===== config.mk =====
export PLATFORM = sky130hd
export DESIGN_NAME = dresl_speed_law
export DESIGN_NICKNAME = d
export VERILOG_FILES = /design/src/dresl_pkg.sv /design/src/dresl_divider.sv /design/src/dresl_limit.sv /design/src/dresl_speed_law.sv
export SDC_FILE = /design/constraint.sdc
export NUM_CORES = 1
export LEC_CHECK = 0
export BUFFER_PORTS_ARGS = -buffer_cell sky130_fd_sc_hd__buf_2
export CELL_PAD_IN_SITES_DETAIL_PLACEMENT = 2
export CELL_PAD_IN_SITES_GLOBAL_PLACEMENT = 2
export CORE_MARGIN = 4
export CORE_UTILIZATION = 35
export CTS_BUF_LIST = sky130_fd_sc_hd__clkbuf_8
export CTS_CLUSTER_DIAMETER = 150
export CTS_CLUSTER_SIZE = 12
export DETAILED_ROUTE_END_ITERATION = 16
export MAX_ROUTING_LAYER = met4
export PLACE_DENSITY = 0.88
export SYNTH_ARGS = -nofsm -noshare
export SYNTH_HDL_FRONTEND = slang
export SYNTH_HIERARCHICAL = 1
export SYNTH_SLANG_ARGS = --single-unit

===== constraint.sdc =====
create_clock -name clock -period 7.7 [get_ports clock]
set_clock_uncertainty 0.05 [all_clocks]
set_input_delay 0.77 -clock clock [delete_from_list [all_inputs] [get_ports clock]]
set_output_delay 0.77 -clock clock [all_outputs]
set_load 0.005 [all_outputs]

===== src/dresl_pkg.sv =====
// Constants, widths, offsets and helper functions for the dual-rate edge speed law
package dresl_pkg;
	// Data path widths
	localparam int DEV_W = 16;
	localparam int SPD_W = 8;
	localparam int PCT_W = 7;
	localparam int QUO_W = DEV_W + SPD_W;
	localparam int ADDR_W = 4;
	localparam int DATA_W = 16;

	// Register offsets (word addresses on the plain register port)
	localparam logic [ADDR_W-1:0] OFS_PROP_RANGE = 4'h0;
	localparam logic [ADDR_W-1:0] OFS_WIN_PCT = 4'h1;
	localparam logic [ADDR_W-1:0] OFS_SPD_PCT = 4'h2;
	localparam logic [ADDR_W-1:0] OFS_MAX_SPEED = 4'h3;
	localparam logic [ADDR_W-1:0] OFS_STATUS = 4'h4;
	localparam logic [ADDR_W-1:0] OFS_LAST_SPEED = 4'h5;

	// Status register bit positions
	localparam int STAT_BUSY_BIT = 15;
	localparam int STAT_WIN_BIT = 14;

	// Proportional range in 0.1 mm: default 10.0 mm, limits -2000.0 .. 2000.0 mm
	localparam logic signed [DEV_W-1:0] RANGE_DEF = 16'sh0064;
	localparam logic signed [DEV_W-1:0] RANGE_MIN = 16'shB1E0;
	localparam logic signed [DEV_W-1:0] RANGE_MAX = 16'sh4E20;

	// Percentage settings
	localparam logic [PCT_W-1:0] PCT_MIN = 7'h0A;
	localparam logic [PCT_W-1:0] PCT_MAX = 7'h64;
	localparam logic [PCT_W-1:0] PCT_SCALE = 7'h64;
	localparam logic [PCT_W-1:0] WIN_PCT_DEF = 7'h1E;
	localparam logic [PCT_W-1:0] SPD_PCT_DEF = 7'h32;

	// Maximum automatic speed in mm/s
	localparam logic [SPD_W-1:0] SPEED_LIM = 8'hB4;
	localparam logic [SPD_W-1:0] SPEED_DEF = 8'h50;

	// Magnitude of a signed deviation or range
	function automatic logic [DEV_W-1:0] dresl_abs(input logic signed [DEV_W-1:0] v);
		return v[DEV_W-1] ? DEV_W'(-v) : DEV_W'(v);
	endfunction : dresl_abs

	// Bring a written percentage into its permitted span
	function automatic logic [PCT_W-1:0] dresl_clamp_pct(input logic [DATA_W-1:0] v);
		if (v < DATA_W'(PCT_MIN))
			return PCT_MIN;
		else if (v > DATA_W'(PCT_MAX))
			return PCT_MAX;
		else
			return v[PCT_W-1:0];
	endfunction : dresl_clamp_pct
endpackage : dresl_pkg


===== src/dresl_divider.sv =====
// Iterative unsigned restoring divider, one quotient bit per clock
`timescale 1ns/1ps
module dresl_divider #(
	parameter int N_W = 24,
	parameter int D_W = 16
) (
	input wire logic clock,
	input wire logic rst_n,
	input wire logic start,
	input wire logic [N_W-1:0] dividend,
	input wire logic [D_W-1:0] divisor,
	output logic done,
	output logic [N_W-1:0] quotient
);
	logic [D_W:0] rem;
	logic [D_W-1:0] dvs;
	logic [5:0] cnt;
	wire [D_W:0] shifted = {rem[D_W-1:0], quotient[N_W-1]};
	wire [D_W+1:0] trial = {1'b0, shifted} - {2'b00, dvs};
	wire fits = ~trial[D_W+1];

	// Load on start, then shift and subtract until the count runs out
	always_ff @(posedge clock)
	begin
		if (!rst_n)
		begin
			rem <= '0;
			dvs <= '0;
			cnt <= '0;
			done <= 1'b0;
			quotient <= '0;
		end
		else if (start)
		begin
			rem <= '0;
			dvs <= divisor;
			cnt <= 6'(N_W);
			done <= 1'b0;
			quotient <= dividend;
		end
		else if (cnt != 6'h00)
		begin
			rem <= fits ? trial[D_W:0] : shifted;
			quotient <= {quotient[N_W-2:0], fits};
			cnt <= cnt - 6'h01;
			done <= (cnt == 6'h01);
		end
		else
			done <= 1'b0;
	end
endmodule : dresl_divider


===== src/dresl_limit.sv =====
// Dual-rate window test and active speed limit
`timescale 1ns/1ps
module dresl_limit
	import dresl_pkg::*;
(
	input wire logic [DEV_W-1:0] abs_dev,
	input wire logic [DEV_W-1:0] abs_range,
	input wire logic [PCT_W-1:0] win_pct,
	input wire logic [PCT_W-1:0] spd_pct,
	input wire logic [SPD_W-1:0] max_speed,
	output logic in_window,
	output logic [SPD_W-1:0] limit
);
	// Compare |dev| * 100 against |range| * percent, avoiding a divide
	wire [23:0] dev_scaled = 24'(abs_dev) * 24'(PCT_SCALE);
	wire [23:0] win_scaled = 24'(abs_range) * 24'(win_pct);
	// Reduced speed as a percentage of the maximum automatic speed
	wire [14:0] red_prod = 15'(max_speed) * 15'(spd_pct);
	wire [14:0] red_quot = red_prod / 15'(PCT_SCALE);
	wire [SPD_W-1:0] reduced = red_quot[SPD_W-1:0];

	assign in_window = (dev_scaled <= win_scaled);
	assign limit = in_window ? reduced : max_speed;
endmodule : dresl_limit


===== src/dresl_speed_law.sv =====
// Top of the dual-rate edge speed law: settings, sequencing and speed clamp
`timescale 1ns/1ps
module dresl_speed_law
	import dresl_pkg::*;
(
	input wire logic clock,
	input wire logic rst_n,
	input wire logic [ADDR_W-1:0] address,
	input wire logic [DATA_W-1:0] wdata,
	input wire logic wr,
	input wire logic rd,
	output logic [DATA_W-1:0] rdata,
	input wire logic signed [DEV_W-1:0] edge_dev,
	input wire logic edge_valid,
	output logic edge_ready,
	output logic signed [SPD_W:0] speed_cmd,
	output logic speed_valid,
	output logic in_window
);
	typedef enum logic [1:0] {
		DRESL_IDLE = 2'b01,
		DRESL_DIV = 2'b10
	} dresl_state_t;

	dresl_state_t state;
	dresl_state_t next_state;
	logic signed [DEV_W-1:0] prop_range_setting;
	logic [PCT_W-1:0] dual_window_percent;
	logic [PCT_W-1:0] dual_speed_percent;
	logic [SPD_W-1:0] max_auto_speed;
	logic neg_lat;
	logic win_lat;
	logic [SPD_W-1:0] limit_lat;
	logic div_done;
	logic [QUO_W-1:0] quotient;
	logic win_now;
	logic [SPD_W-1:0] limit_now;

	// Request acceptance and operand preparation
	wire accept = edge_valid && edge_ready;
	wire [DEV_W-1:0] abs_dev = dresl_abs(edge_dev);
	wire [DEV_W-1:0] abs_range = dresl_abs(prop_range_setting);
	wire [QUO_W-1:0] dividend = QUO_W'(abs_dev) * QUO_W'(max_auto_speed);
	wire dev_neg = edge_dev[DEV_W-1] ^ prop_range_setting[DEV_W-1];
	assign edge_ready = (state == DRESL_IDLE);

	// Write decode and clamping of written settings
	wire wr_range = wr && (address == OFS_PROP_RANGE);
	wire wr_win = wr && (address == OFS_WIN_PCT);
	wire wr_spd = wr && (address == OFS_SPD_PCT);
	wire wr_max = wr && (address == OFS_MAX_SPEED);
	wire signed [DEV_W-1:0] wsigned = DEV_W'(wdata);
	wire signed [DEV_W-1:0] range_clamped = (wsigned < RANGE_MIN) ? RANGE_MIN :
		(wsigned > RANGE_MAX) ? RANGE_MAX : wsigned;
	wire [SPD_W-1:0] max_clamped = (wdata > DATA_W'(SPEED_LIM)) ? SPEED_LIM :
		wdata[SPD_W-1:0];

	// Clamp the divided speed to the latched limit
	wire over = (quotient > QUO_W'(limit_lat));
	wire [SPD_W-1:0] mag = over ? limit_lat : quotient[SPD_W-1:0];
	wire signed [SPD_W:0] mag_s = {1'b0, mag};
	wire signed [SPD_W:0] next_speed = neg_lat ? -mag_s : mag_s;

	// Read multiplexer
	wire [DATA_W-1:0] status_word = {edge_ready ? 1'b0 : 1'b1, in_window,
		{(DATA_W-SPD_W-2){1'b0}}, limit_lat};
	wire [DATA_W-1:0] read_mux =
		(address == OFS_PROP_RANGE) ? DATA_W'(prop_range_setting) :
		(address == OFS_WIN_PCT) ? DATA_W'(dual_window_percent) :
		(address == OFS_SPD_PCT) ? DATA_W'(dual_speed_percent) :
		(address == OFS_MAX_SPEED) ? DATA_W'(max_auto_speed) :
		(address == OFS_STATUS) ? status_word :
		(address == OFS_LAST_SPEED) ? {{(DATA_W-SPD_W-1){speed_cmd[SPD_W]}}, speed_cmd} :
		'0;

	// Window test and active limit for the sample being accepted
	dresl_limit u_limit (
		.abs_dev(abs_dev),
		.abs_range(abs_range),
		.win_pct(dual_window_percent),
		.spd_pct(dual_speed_percent),
		.max_speed(max_auto_speed),
		.in_window(win_now),
		.limit(limit_now)
	);

	// Gain division: |dev| * max / |range|; a zero range saturates to the limit
	dresl_divider #(
		.N_W(QUO_W),
		.D_W(DEV_W)
	) u_div (
		.clock(clock),
		.rst_n(rst_n),
		.start(accept),
		.dividend(dividend),
		.divisor(abs_range),
		.done(div_done),
		.quotient(quotient)
	);

	// Next state
	always_comb
	begin
		case (state)
			DRESL_IDLE: next_state = accept ? DRESL_DIV : DRESL_IDLE;
			DRESL_DIV: next_state = div_done ? DRESL_IDLE : DRESL_DIV;
			default: next_state = DRESL_IDLE;
		endcase
	end

	// Setting registers, cleared to defaults on reset
	always_ff @(posedge clock)
	begin
		if (!rst_n)
		begin
			prop_range_setting <= RANGE_DEF;
			dual_window_percent <= WIN_PCT_DEF;
			dual_speed_percent <= SPD_PCT_DEF;
			max_auto_speed <= SPEED_DEF;
		end
		else
		begin
			if (wr_range)
				prop_range_setting <= range_clamped;
			if (wr_win)
				dual_window_percent <= dresl_clamp_pct(wdata);
			if (wr_spd)
				dual_speed_percent <= dresl_clamp_pct(wdata);
			if (wr_max)
				max_auto_speed <= max_clamped;
		end
	end

	// Sequencer and operand latches
	always_ff @(posedge clock)
	begin
		if (!rst_n)
		begin
			state <= DRESL_IDLE;
			neg_lat <= 1'b0;
			win_lat <= 1'b0;
			limit_lat <= '0;
		end
		else
		begin
			state <= next_state;
			if (accept)
			begin
				neg_lat <= dev_neg;
				win_lat <= win_now;
				limit_lat <= limit_now;
			end
		end
	end

	// Result registers and read data
	always_ff @(posedge clock)
	begin
		if (!rst_n)
		begin
			speed_cmd <= '0;
			speed_valid <= 1'b0;
			in_window <= 1'b0;
			rdata <= '0;
		end
		else
		begin
			speed_valid <= div_done;
			if (div_done)
			begin
				speed_cmd <= next_speed;
				in_window <= win_lat;
			end
			rdata <= rd ? read_mux : '0;
		end
	end

	logic [SPD_W:0] mag_out;
	assign mag_out = speed_cmd[SPD_W] ? 9'(-speed_cmd) : 9'(speed_cmd);
endmodule : dresl_speed_law


Word level (Yosys, flattened, before mapping)
Index checks and enable logic that the tools add are counted.
{"block": "op_classes", "n_addsub": 5, "multipliers": 4, "n_div": 1, "magnitude_cmp": 7, "n_eq_ne": 8, "mux": 25, "n_bitwise": 4, "reduce_logical": 11}
{"op": "16-bit 2-to-1 mux", "count": 11}
{"op": "24-bit 2-to-1 mux", "count": 2}
{"op": "16-bit negation", "count": 2}
{"op": "24-bit by 8-bit greater-than comparator with 1-bit output", "count": 1}
{"op": "16-bit by 8-bit multiplier with 24-bit output", "count": 1}
{"op": "8-bit 2-to-1 mux", "count": 3}
{"op": "23-bit less-or-equal comparator", "count": 1}
{"op": "16-bit by 7-bit multiplier with 23-bit output", "count": 1}
{"op": "16-bit by 5-bit multiplier with 21-bit output, second input constant", "count": 1}
{"op": "17-bit by 16-bit subtractor with 18-bit output", "count": 1}
{"op": "16-bit greater-than comparator, second input constant", "count": 1}
{"op": "16-bit by 7-bit greater-than comparator with 1-bit output, second input constant", "count": 1}
{"op": "16-bit by 8-bit greater-than comparator with 1-bit output, second input constant", "count": 1}
{"op": "16-bit < comparator, second input constant", "count": 1}
{"op": "16-bit by 4-bit < comparator with 1-bit output, second input constant", "count": 1}
{"op": "15-bit by 7-bit divider with 15-bit output, second input constant", "count": 1}
{"op": "8-bit by 7-bit multiplier with 15-bit output", "count": 1}
{"op": "7-bit 2-to-1 mux", "count": 2}
{"op": "5-bit 2-to-1 mux", "count": 2}
{"op": "9-bit 2-to-1 mux", "count": 1}
{"op": "8-bit negation with 9-bit output", "count": 1}
{"op": "4-bit by 2-bit equality test with 1-bit output, second input constant", "count": 2}
{"op": "4-bit by 3-bit equality test with 1-bit output, second input constant", "count": 2}
{"op": "6-bit by 1-bit equality test with 1-bit output, second input constant", "count": 1}
{"op": "16 further kinds", "count": 23}
{"block": "totals", "register_bits": 140, "out_inout_bits": 28, "wordCells": 83}

Longest topological paths before layout
{"block": "logic_depth", "ltp_word": 7, "mapped_depth": 44}

Hierarchy
Netlist, hierarchy kept.
{"module": "dresl_limit", "instances": 1, "cells_per_inst": 1054, "area_per_inst_um2": 8667.1, "seq_area_each_um2": 0.0}
{"module": "dresl_speed_law", "instances": 1, "cells_per_inst": 1049, "area_per_inst_um2": 8640.8, "seq_area_each_um2": 1541.5}
{"module": "dresl_divider", "instances": 1, "cells_per_inst": 432, "area_per_inst_um2": 3683.5, "seq_area_each_um2": 1261.2}

Worst setup path after synthesis
Ideal clock, no wire load.
{"block": "synth_path", "path_kind": "register to register", "start": "register max_auto_speed[0]", "end": "register limit_lat[0]", "t_arrival_ns": 8.016, "path_slack_ns": -0.498, "path_stages_with_launch": 35, "cell_sequence": "dfxtp_1 nand2_1 fa_1 fa_1 inv_1 fa_1 inv_1 fa_1 inv_1 ha_1 o211ai_2 a211oi_4 or2_1 buf_6 o41a_1 a21oi_1 a2111oi_2 a21oi_2 buf_4 a31oi_4 o22ai_2 a31oi_1 or4_4 a211o_1 o21a_4 maj3_2 o2111a_1 nor4_1 a211oi_2 a31oi_1 mux2_2 nand2_1 o311ai_2 nand2_1 a21oi_1"}
{"block": "synth_via", "elab_chain_len": 3}
{"item": "from (decl)", "line": "dresl_speed_law.sv:30", "text": "logic [SPD_W-1:0] max_auto_speed;"}
{"item": "from (signal assigned)", "line": "dresl_speed_law.sv:130", "text": "max_auto_speed <= max_clamped;"}
{"item": "8-bit by 7-bit multiplier with 15-bit output", "line": "dresl_limit.sv:18", "text": "wire [14:0] red_prod = 15'(max_speed) * 15'(spd_pct);"}
{"item": "15-bit by 7-bit divider with 15-bit output", "line": "dresl_limit.sv:19", "text": "wire [14:0] red_quot = red_prod / 15'(PCT_SCALE);"}
{"item": "8-bit 2-to-1 mux *", "line": "dresl_limit.sv:23", "text": "assign limit = in_window ? reduced : max_speed;"}
{"item": "net limit_now[0]", "line": "dresl_speed_law.sv:37", "text": "logic [SPD_W-1:0] limit_now;"}
{"item": "to (signal assigned)", "line": "dresl_speed_law.sv:151", "text": "limit_lat <= limit_now;"}
{"item": "to (decl)", "line": "dresl_speed_law.sv:33", "text": "logic [SPD_W-1:0] limit_lat;"}
Mark *: on every way through the listed nets, which the timed path passes. The rest lies on a longest branch.
A chain may end at the register's enable or synchronous reset.

Worst setup path after layout
{"block": "layout_path", "start": "register max_auto_speed[6]", "end": "register limit_lat[1]"}
{"block": "layout_via", "elab_chain_len": 3}
{"item": "8-bit by 7-bit multiplier with 15-bit output", "line": "dresl_limit.sv:18"}
{"item": "15-bit by 7-bit divider with 15-bit output", "line": "dresl_limit.sv:19"}
{"item": "8-bit 2-to-1 mux", "line": "dresl_limit.sv:23"}
{"item": "net limit_now[1]", "line": "dresl_speed_law.sv:37"}
The timed path passes the listed nets, and every way through them passes these cells.

==> impl_results.md <==
- Status: finished, violations left
- Failing checks: setup timing
- Dpl cells: about 3600
- Register share of total power: 12.9%
- Rel. slew slack: around a tenth
- Slowest CP cell: fa_1
- GRT Resource Usage Total: around 41%
- Post-DP HPWL: approximately 76000 um
- Syn nets: between 2000 and 3000
- Most numerous cell in the Yosys netlist: inv_1
- Number of fill cells: around 6500
- H-tree Lvls: 4
- RSZ-0062 raised after global routing: true
- Cell taking the most area after synthesis: fa_1
- Yosys reg bits: 140
- Top cells by area, synth: fa_1, dfxtp_1, ha_1
- Drt total wl: roughly 150000 um
- Worst R2R Start: max_auto_speed[6]$_SDFFE_PN1P_
- Layout cells sized above 1: about 25%
- Final Cycle Share: 128%
- Number of library cell types mapped by synthesis: ~120
- Clock network power share: 10.1%
- Launch point of the worst path: max_auto_speed[6]$_SDFFE_PN1P_
- Final setup fails: 18
- Post-synth ARST share: 0%
- DRC errors left: 0
- Worst-margin pin slew: approximately 1.3 ns
- Yosys warning count: 6
- Setup crit end kind: flip-flop
- Core area: 0.0592 sq mm
- Top post-synthesis cells by count: inv_1, nand2_1, ha_1
- Static leakage: between 10 and 15 nW
- Clk slew on worst S/H paths: about 0.14 ns
- WP buf/inv: 10
- First-pass DRT Iterations: 8
- WL/cell: approximately 42 um
- Final setup margin: -2.18 ns
- FMAX: just over 0.1 GHz
- Final setup TNS: -15.18 ns
- Critical path data required time: between 8 and 9 ns
- Fin util: 44.8%
- Synthesized area: 0.0210 sq mm
- Hold-fix buffers, CTS: 0
- Layout Nets: 3345
- Antenna-violating nets left: 0
- Clock sinks: 140
- Layout Cells excl Fill: between 3000 and 4000
- Vias per cell: around 7
- Initial Utilization: between 30% and 40%
- Pwr dens: just under 300 mW/mm^2
- Die extent in x: 253 um
- Clock Tree Buf Depth: 2
- Worst Hold Launch: wdata[15]
- Initial antenna violation count: 3
- Crit path max-delay family: compound AO/OA/AOI/OAI gates
- Worst min path class: input pin to flip-flop
- Final Instance Area: roughly 0.027 sq mm
- Pint: 0.00331 W
- Boundary Pins: 69
- Avg Cell Area, Syn: roughly 8.3 sq um
- Synth Flop Type: dfxtp_1
- Synth top area share: 18.5%
- CTS tree: done
- Placed Area: 0.0241 sq mm
- Comb power frac: between 70% and 80%
- Peak VDD IR: 0.000407 V
- Clock latency on the worst-skew pair: around 0.6 ns
- 1st-iter DRT viols: 3245
- Gr ovfl total: 0
- RePlAce Congestion: between 0.9 and 1
- MaxCap Viol Count: 0
- Fin. max-slew vios: 0
- Slowest stage delay, CP: 0.56 ns
- Post-synth EDFFs: 0
- Port-buffer cells: between 60 and 70
- Largest net degree at the start of global routing: between 60 and 70
- Crit path max fanout: 21
- Tmin final: just under 10 ns
- Sw frac: between 50% and 60%
- Via Count: ~26000
- Vias in the first global route: ~27000
- Crit path kind: flip-flop to flip-flop
- Mapped Cells: approximately 2500
- Number of CTS-inserted buffers: 17
- Final Hold Fails: 0
- Die area: between 0.06 and 0.07 sq mm
- Die Span Y: approximately 250 um
- Area Growth Syn to Fin: 26.5%
- Row count: about 90
- First-pass GRT wire length: between 150000 and 200000 um
- Crit start category: flip-flop
- CP most frequent cell: buf_4
- Critical path arrival: 10.31 ns
- Root Driver: clkbuf_8
- Sw power: between 0.004 and 0.005 W
- Sequential share of the synthesized area: 13.4%
[worst min-delay path: stages]
cell and delay (ns):
buf_2 0.13, nand2_1 0.09, a21oi_1 0.09
[layer usage]
layer,wire length (um),part of all wire [%],global-route usage [%],vias to the layer above
met2,67000,44,68.6,2648
met1,49600,32,42.1,12500
met3,16500,11,8.27,1444
li1,-,-,-,9264
met4,19800,13,35.7,0
met5,0,0,-,-
[what timing repair did]
item / in CTS / in global routing
gates resized for setup: 200 / 96
setup buffers: 46 / 36
endpoints found under the setup margin: 9 / 10
endpoints found under the hold margin: 0 / 0
pin swaps: 83 / 53
[metrics by stage]
stage,power [W],hold WS (ns),setup WS (ns)
final,0.00781,0.478,-2.18
after global routing,0.00784,0.472,-2.16
after CTS,0.00651,0.469,-0.998
after detailed placement,0.00531,0.448,-1.48
after global placement,0.00476,0.431,-0.492
after floorplan,0.00373,0.386,-0.281
[state kept, by name, summed over array words and instances, names as in the netlist, 8 cells and up]
signal / flops
limit_lat: 8
max_auto_speed: 8
prop_range_setting: 16
rdata: 16
speed_cmd: 9
u_div/dvs: 16
u_div/quotient: 24
u_div/rem: 16
[cell type report]
cell class	instances	area, sq um	area share, %
multi-input cells	1976	17900	67.5
repair buffers	413	3110	11.7
inverters	340	1280	4.83
diodes	4	10.0	0.0377
well taps	773	967	3.64
clock buffers	18	248	0.933
clock inverters	14	191	0.721
flip-flops and latches	140	2840	10.7
[cell families after synthesis]
| family | Yosys count | share of synthesized area, % |
|---|---|---|
| compound gates | 502 | 16.9 |
| flops | 140 | 13.4 |
| buf+inv | 419 | 7.67 |
| fa+ha+maj | 420 | 31.9 |
| mux | 92 | 4.49 |
| xor+xnor | 109 | 4.82 |
| simple gates | 853 | 20.8 |
[worst paths after layout]
| check | depth (start not counted) | to | slack [ns] |
|---|---|---|---|
| worst min-delay path | 3 | prop_range_setting[15]$_SDFFE_PN0P_ | 0.48 |
| worst max-delay path | 37 | limit_lat[1]$_SDFFE_PN0P_ | -2.18 |
| worst min register to register | 2 | speed_cmd[5]$_SDFFE_PN0P_ | 0.53 |
| worst max register to register | 37 | limit_lat[1]$_SDFFE_PN0P_ | -2.18 |
[power by group through the flow]
stage                     Clock [W]  Sequential (W)  Combinational [W]
after detailed placement          0        0.000965            0.00435
after global placement            0        0.000945            0.00382
after global routing       0.000792        0.000998            0.00605
after CTS                  0.000736        0.000960            0.00482
final                      0.000787         0.00100            0.00602
after floorplan                   0        0.000903            0.00283
[cell usage in the layout (no fill, tap or decap), types with 12 or more instances in the layout]
master	synthesis	final
xor2_1	31	31
fa_1	194	184
inv_1	339	325
dfxtp_1	140	123
nor2b_1	88	86
clkbuf_8	0	18
ha_4	0	14
a21o_1	23	23
a21oi_2	3	21
o21ai_0	110	86
and2_1	163	156
buf_6	2	27
ha_1	222	207
o21ai_1	13	14
buf_2	9	68
o211ai_1	18	18
a21oi_1	127	98
a211oi_1	16	15
nor2_1	113	105
o21ai_2	2	21
nand4_1	20	20
mux2i_1	79	77
o21a_1	18	15
nand2b_1	22	19
nor3_1	41	31
nand2_1	276	261
nand3_1	44	41
nand2_2	0	12
xnor2_1	72	63
buf_4	3	311
dfxtp_2	0	12
Note: power is estimated with default switching activity, not from simulation.
